<file path="config.mk">
export PLATFORM = sky130hd
export DESIGN_NAME = dac_control_logic
export DESIGN_NICKNAME = d
export VERILOG_FILES = /design/src/dcl_pkg.sv /design/src/dcl_cfg_if.sv /design/src/dcl_analog_drive.sv /design/src/dac_control_logic.sv
export SDC_FILE = /design/constraint.sdc
export NUM_CORES = 1
export LEC_CHECK = 0
export ABC_AREA = 1
export BUFFER_PORTS_ARGS = -buffer_cell sky130_fd_sc_hd__buf_2
export CAP_MARGIN = 20
export CORE_AREA = 2 2 51 53
export CTS_BUF_LIST = sky130_fd_sc_hd__clkbuf_8
export DETAILED_ROUTE_END_ITERATION = 6
export DIE_AREA = 0 0 53 55
export HOLD_SLACK_MARGIN = 0.05
export PLACE_DENSITY = 0.82
export SYNTH_ARGS = -nofsm -noshare
export SYNTH_HDL_FRONTEND = slang
export SYNTH_SLANG_ARGS = --single-unit
</file>
<file path="constraint.sdc">
create_clock -name CLK -period 1.6 [get_ports CLK]
set_input_delay 0.24 -clock CLK [delete_from_list [all_inputs] [get_ports CLK]]
set_output_delay 0.24 -clock CLK [all_outputs]
set_load 0.05 [all_outputs]
</file>
<file path="src/dcl_pkg.sv">
/*
 * dcl_pkg: register map, field positions, reset values and reference codes
 * for the converter control block.
 * Assumes a byte-wide register port with a 9-bit register address.
 */
package dcl_pkg;

	localparam int ADDR_W = 9;
	localparam int DATA_W = 8;

	localparam logic [8:0] CONVERTER_CODE_OFFSET    = 9'h11e;
	localparam logic [8:0] CONVERTER_CONTROL_OFFSET = 9'h11f;

	localparam logic [7:0] CONVERTER_CODE_RESET    = 8'h00;
	localparam logic [7:0] CONVERTER_CONTROL_RESET = 8'h00;

	localparam int CTRL_ENABLE_BIT   = 7;
	localparam int CTRL_PIN_OE_BIT   = 6;
	localparam int CTRL_REFSEL_MSB   = 1;
	localparam int CTRL_REFSEL_LSB   = 0;

	// writable bits of the control register
	localparam logic [7:0] CTRL_WRITE_MASK = 8'hc3;

	typedef enum logic [1:0] {
		DCL_REF_SUPPLY   = 2'h0,
		DCL_REF_CMP_PIN  = 2'h1,
		DCL_REF_INTERNAL = 2'h2,
		DCL_REF_RESERVED = 2'h3
	} dcl_ref_type;

	// one-hot reference mux selects: supply, comparator pin, internal
	localparam logic [2:0] REF_ONEHOT_SUPPLY   = 3'h1;
	localparam logic [2:0] REF_ONEHOT_CMP_PIN  = 3'h2;
	localparam logic [2:0] REF_ONEHOT_INTERNAL = 3'h4;
	localparam logic [2:0] REF_ONEHOT_NONE     = 3'h0;

endpackage : dcl_pkg

</file>
<file path="src/dcl_cfg_if.sv">
/*
 * dcl_cfg_if: carries the stored register contents from the register file
 * to the analog drive stage.
 * Assumes one clock domain shared by both ends.
 */
`timescale 1ns/10ps
interface dcl_cfg_if;
	import dcl_pkg::*;
	logic [7:0] code_q;
	logic [7:0] ctrl_q;
	modport regs  (output code_q, output ctrl_q);
	modport drive (input code_q, input ctrl_q);
endinterface : dcl_cfg_if

</file>
<file path="src/dcl_analog_drive.sv">
/*
 * dcl_analog_drive: turns stored control and code into registered analog
 * controls for the ladder, reference mux and output buffer.
 * Assumes the register file updates its values synchronously on CLK.
 */
`timescale 1ns/10ps
module dcl_analog_drive
	import dcl_pkg::*;
(
	input  wire logic       clk,
	input  wire logic       rst,
	dcl_cfg_if.drive        cfg,
	output logic            enable_q,
	output logic            pin_oe_q,
	output logic [7:0]      code_q,
	output logic [2:0]      ref_sel_q
);

	function automatic logic [2:0] ref_decode(input logic [1:0] f);
		case (f)
			DCL_REF_SUPPLY:   ref_decode = REF_ONEHOT_SUPPLY;
			DCL_REF_CMP_PIN:  ref_decode = REF_ONEHOT_CMP_PIN;
			DCL_REF_INTERNAL: ref_decode = REF_ONEHOT_INTERNAL;
			default:          ref_decode = REF_ONEHOT_NONE;
		endcase
	endfunction : ref_decode

	logic en_d;
	assign en_d = cfg.ctrl_q[CTRL_ENABLE_BIT];

	always_ff @(posedge clk) begin
		if (rst) begin
			enable_q  <= 1'b0;
			pin_oe_q  <= 1'b0;
			code_q    <= CONVERTER_CODE_RESET;
			ref_sel_q <= REF_ONEHOT_SUPPLY;
		end else begin
			enable_q  <= en_d;
			pin_oe_q  <= en_d & cfg.ctrl_q[CTRL_PIN_OE_BIT];
			code_q    <= cfg.code_q;
			ref_sel_q <= ref_decode(cfg.ctrl_q[CTRL_REFSEL_MSB:CTRL_REFSEL_LSB]);
		end
	end

endmodule : dcl_analog_drive

</file>
<file path="src/dac_control_logic.sv">
/*
 * dac_control_logic: register file and control for an 8-bit converter.
 * Assumes a single-cycle register port on CLK; analog parts sit outside.
 */
// The plain strobed port is this design's own decision.
// Function
// - converter powered only while enable bit set
// - pin output needs pin enable and enable
// - reference field decodes supply, pin, internal, reserved
// - control bits 5-2 read zero, ignore writes
// - code register value drives the converter
// - code register fully readable, writable, resets zero
// - reset clears enable, reference, pin, code
// - output offered to ADC, comparators, pin
`timescale 1ns/10ps
module dac_control_logic
	import dcl_pkg::*;
(
	input  wire logic              CLK,
	input  wire logic              SYS_RST,
	input  wire logic [ADDR_W-1:0] REG_ADDR,
	input  wire logic [DATA_W-1:0] REG_WDATA,
	input  wire logic              REG_WR,
	input  wire logic              REG_RD,
	output logic      [DATA_W-1:0] REG_RDATA,
	output logic                   CONVERTER_ENABLE,
	output logic                   ANALOG_OUTPUT_PIN_EN,
	output logic                   INTERNAL_REF_AVAIL,
	output logic      [7:0]        CONVERSION_CODE,
	output logic      [2:0]        REFERENCE_SELECT
);

	////////////////////////////////////////////////////////////////////////
	dcl_cfg_if cfg ();

	logic [7:0] code_q;
	logic [7:0] ctrl_q;
	logic [7:0] rdata_q;
	logic       avail_q;

	assign cfg.code_q = code_q;
	assign cfg.ctrl_q = ctrl_q;

	////////////////////////////////////////////////////////////////////////
	always_ff @(posedge CLK) begin
		if (SYS_RST) begin
			code_q <= CONVERTER_CODE_RESET;
		end else if (REG_WR && REG_ADDR == CONVERTER_CODE_OFFSET) begin
			code_q <= REG_WDATA;
		end
	end

	always_ff @(posedge CLK) begin
		if (SYS_RST) begin
			ctrl_q <= CONVERTER_CONTROL_RESET;
		end else if (REG_WR && REG_ADDR == CONVERTER_CONTROL_OFFSET) begin
			ctrl_q <= REG_WDATA & CTRL_WRITE_MASK;
		end
	end

	// read data valid only in the cycle after the strobe; unmapped reads zero
	always_ff @(posedge CLK) begin
		if (SYS_RST) begin
			rdata_q <= 8'h00;
		end else if (REG_RD && REG_ADDR == CONVERTER_CODE_OFFSET) begin
			rdata_q <= code_q;
		end else if (REG_RD && REG_ADDR == CONVERTER_CONTROL_OFFSET) begin
			rdata_q <= ctrl_q & CTRL_WRITE_MASK;
		end else begin
			rdata_q <= 8'h00;
		end
	end
	assign REG_RDATA = rdata_q;

	// output offered internally to ADC and comparators whenever enabled
	always_ff @(posedge CLK) begin
		if (SYS_RST) begin
			avail_q <= 1'b0;
		end else begin
			avail_q <= ctrl_q[CTRL_ENABLE_BIT];
		end
	end
	assign INTERNAL_REF_AVAIL = avail_q;

	////////////////////////////////////////////////////////////////////////
	dcl_analog_drive u_drive (
		.clk       (CLK),
		.rst       (SYS_RST),
		.cfg       (cfg),
		.enable_q  (CONVERTER_ENABLE),
		.pin_oe_q  (ANALOG_OUTPUT_PIN_EN),
		.code_q    (CONVERSION_CODE),
		.ref_sel_q (REFERENCE_SELECT)
	);
endmodule : dac_control_logic

</file>
==> results.json <==
{
  "status": "finished clean",
  "timing.rr.start": "cfg.ctrl_q[0]",
  "viasPerCell": 4.61,
  "ys.flop_type": "dfxtp_1",
  "postLayoutCoreUtil_pct": 64.5,
  "post_cts_resized": 0,
  "synth-seq-cells": 33,
  "cpPeakStageDelay_ns": 0.32,
  "die_w_um": 53,
  "finClkSkew_ns": 0.00295,
  "synth.largest_area_cell": "dfxtp_1",
  "ys_async_sr_fraction_pct": 0,
  "p_total_mw": 1.49,
  "antenna_found_initial": 0,
  "hold_buffers": 0,
  "core_mm2": 0.00236,
  "finalWirelength_um": 2380,
  "critical_path.startpoint_type": "flop",
  "vias": 1073,
  "synth.area.top_cells": "dfxtp_1 54%, nand2_1 12%, nor2_1 12%",
  "synth_top_area_share_pct": 54.3,
  "cts_tree": "yes",
  "fmax_mhz": 907,
  "dieArea_mm2": 0.00292,
  "cp-end-kind": "primary output",
  "regToRegSetupSlack_ns": 0.78,
  "syn_avg_cell_area_um2": 7.70,
  "ys_warn_count": 0,
  "finalCritPeriodShare_pct": 68.9,
  "cts_made_buffers": 5,
  "cp.buffers_inverters": 1,
  "ctsLongestPathBuffers": 2,
  "cp-startpoint": "REG_RDATA[5]",
  "max_cap_violations": 0,
  "ys_seq_area_share_pct": 54.3,
  "period_needed_ns": 1.10,
  "grt.overflow.total": 0,
  "grt_max_degree": 17,
  "slew_headroom_pct": 69.0,
  "drtAntennaViolNets": 0,
  "arrival_ns": 0.86,
  "drt_pass1_iterations": 4,
  "post_cts_buffers": 0,
  "clk-insertion-delay-late_ns": 0.28,
  "power-per-cell-area_mw_per_mm2": 976,
  "holdPathStages": 3,
  "clock_sinks": 33,
  "insertedDiodeCount": 0,
  "finalSetupViolations": 0,
  "post_drt_wl_per_cell_um": 10.2,
  "path_cells": "buf_2",
  "route.detailed.drc": 0,
  "grt_pass1_vias": 918,
  "synthesis.area_mm2": 0.00122,
  "place.gp.congestion": 0.802,
  "worst_pin_slew_ns": 0.465,
  "min_to": "cfg.code_q[4]",
  "finalNetCount": 224,
  "grt_pass1_wl_um": 3800,
  "fin_setup_tns_ns": 0,
  "ys_types": 18,
  "port_buffers": 42,
  "hpwlAfterDp_um": 1850,
  "initial_core_util_pct": 51.4,
  "die_height_um": 55,
  "synth_edf_count": 0,
  "hp-start": "REG_WDATA[4]",
  "finalHoldViolCount": 0,
  "leakage_nw": 0.868,
  "crit_family": "flip-flops",
  "num_rows": 18,
  "clkSlewWorstSetupHoldPaths_ns": 0.06,
  "syn2layout_area_growth_pct": 25.4,
  "grt_usage_pct": 18.9,
  "rsz0062_at_grt": "no",
  "r2r_cells": 6,
  "slew_violations": 0,
  "required_ns": 1.36,
  "syn_inst": 158,
  "r2r-end": "REG_RDATA[0]",
  "min_path_type": "primary input to flop",
  "irDropWorstVdd_mv": 0.789,
  "critical_path.slowest_cell": "dfxtp_1",
  "syn_nets": 179,
  "layout-drive-gt1-share_pct": 29.1,
  "clockRootBuffer": "clkbuf_8",
  "io_pins": 43,
  "htree_levels": 2,
  "path_max_fanout": 1,
  "drt_iter0_markers": 26,
  "criticalPathCategory": "flop to primary output"
}
## Yosys cell counts (2+ instances only)
library cell,n
nor3_1,7
nor2_1,38
nor2_2,2
dfxtp_1,33
inv_2,2
nand3_1,5
inv_1,21
nor2_4,2
buf_2,2
nand2_1,38
## cell usage in the layout, fill, tap and decap left out
master,n
buf_2,42
buf_4,1
clkbuf_8,6
dfxtp_1,33
inv_1,22
inv_2,2
nand2_1,38
nand2_2,1
nand3_1,5
nand3_2,1
nand4_1,1
nand4_2,1
nand4_4,1
nor2_1,38
nor2_2,2
nor2_4,2
nor3_1,7
## layer usage
layer | track usage, % | routed length, um | vias to the layer above | part of all wire [%]
li1 | - | - | 559 | -
met4 | 9.83 | 54 | 0 | 2.3
met3 | 8.60 | 192 | 7 | 8.1
met2 | 31.0 | 1120 | 43 | 47
met5 | 0 | 0 | - | 0
met1 | 20.5 | 1010 | 464 | 43
## layout make-up
cell class | instances | area, um2
Clock buffer | 6 | 82.6
Multi-Input combinational cell | 97 | 437
Tap cell | 30 | 37.5
Clock inverter | 1 | 3.75
Sequential cell | 33 | 661
Inverter | 23 | 86.3
Fill cell | 206 | 840
Timing Repair Buffer | 43 | 218
## stage by stage
stage	hold slack (ns)	std cells	area (um2)	setup slack (ns)
after detailed placement	0.413	226	1440	0.368
final	0.182	233	1530	0.498
after global placement	0.407	226	1440	0.405
after global routing	0.197	233	1530	0.464
after CTS	0.179	233	1530	0.485
after floorplan	0.375	158	1220	0.466
## cells by family (layout without fill, tap and decap cells)
kind of cell	after synthesis	count (layout)	synth area share (%)
and+or+nand+nor	97	97	35.9
buffers and inverters	28	73	9.77
DFF	33	33	54.3
## where the power goes
group          internal, mW  switching, mW
Combinational        0.0248         0.0394
Clock                 0.334          0.268
Sequential            0.822       0.000182
## flip-flops by register name (all words and copies together), names as in the netlist
signal	flops
cfg.code_q	8
INTERNAL_REF_AVAIL	1
u_drive.pin_oe_q	1
cfg.ctrl_q	4
u_drive.code_q	8
u_drive.ref_sel_q	3
REG_RDATA	8
## worst max path at each step
stage	end	slack [ns]	depth (start not counted)
global placement	cfg.code_q[7]	0.40	7
CTS	REG_RDATA[5]	0.49	1
global route	INTERNAL_REF_AVAIL	0.46	1
floorplan	INTERNAL_REF_AVAIL	0.47	1
detailed placement	cfg.code_q[3]	0.37	8
finish	REG_RDATA[5]	0.50	1
No activity file was read; power rests on OpenSTA's default activity.
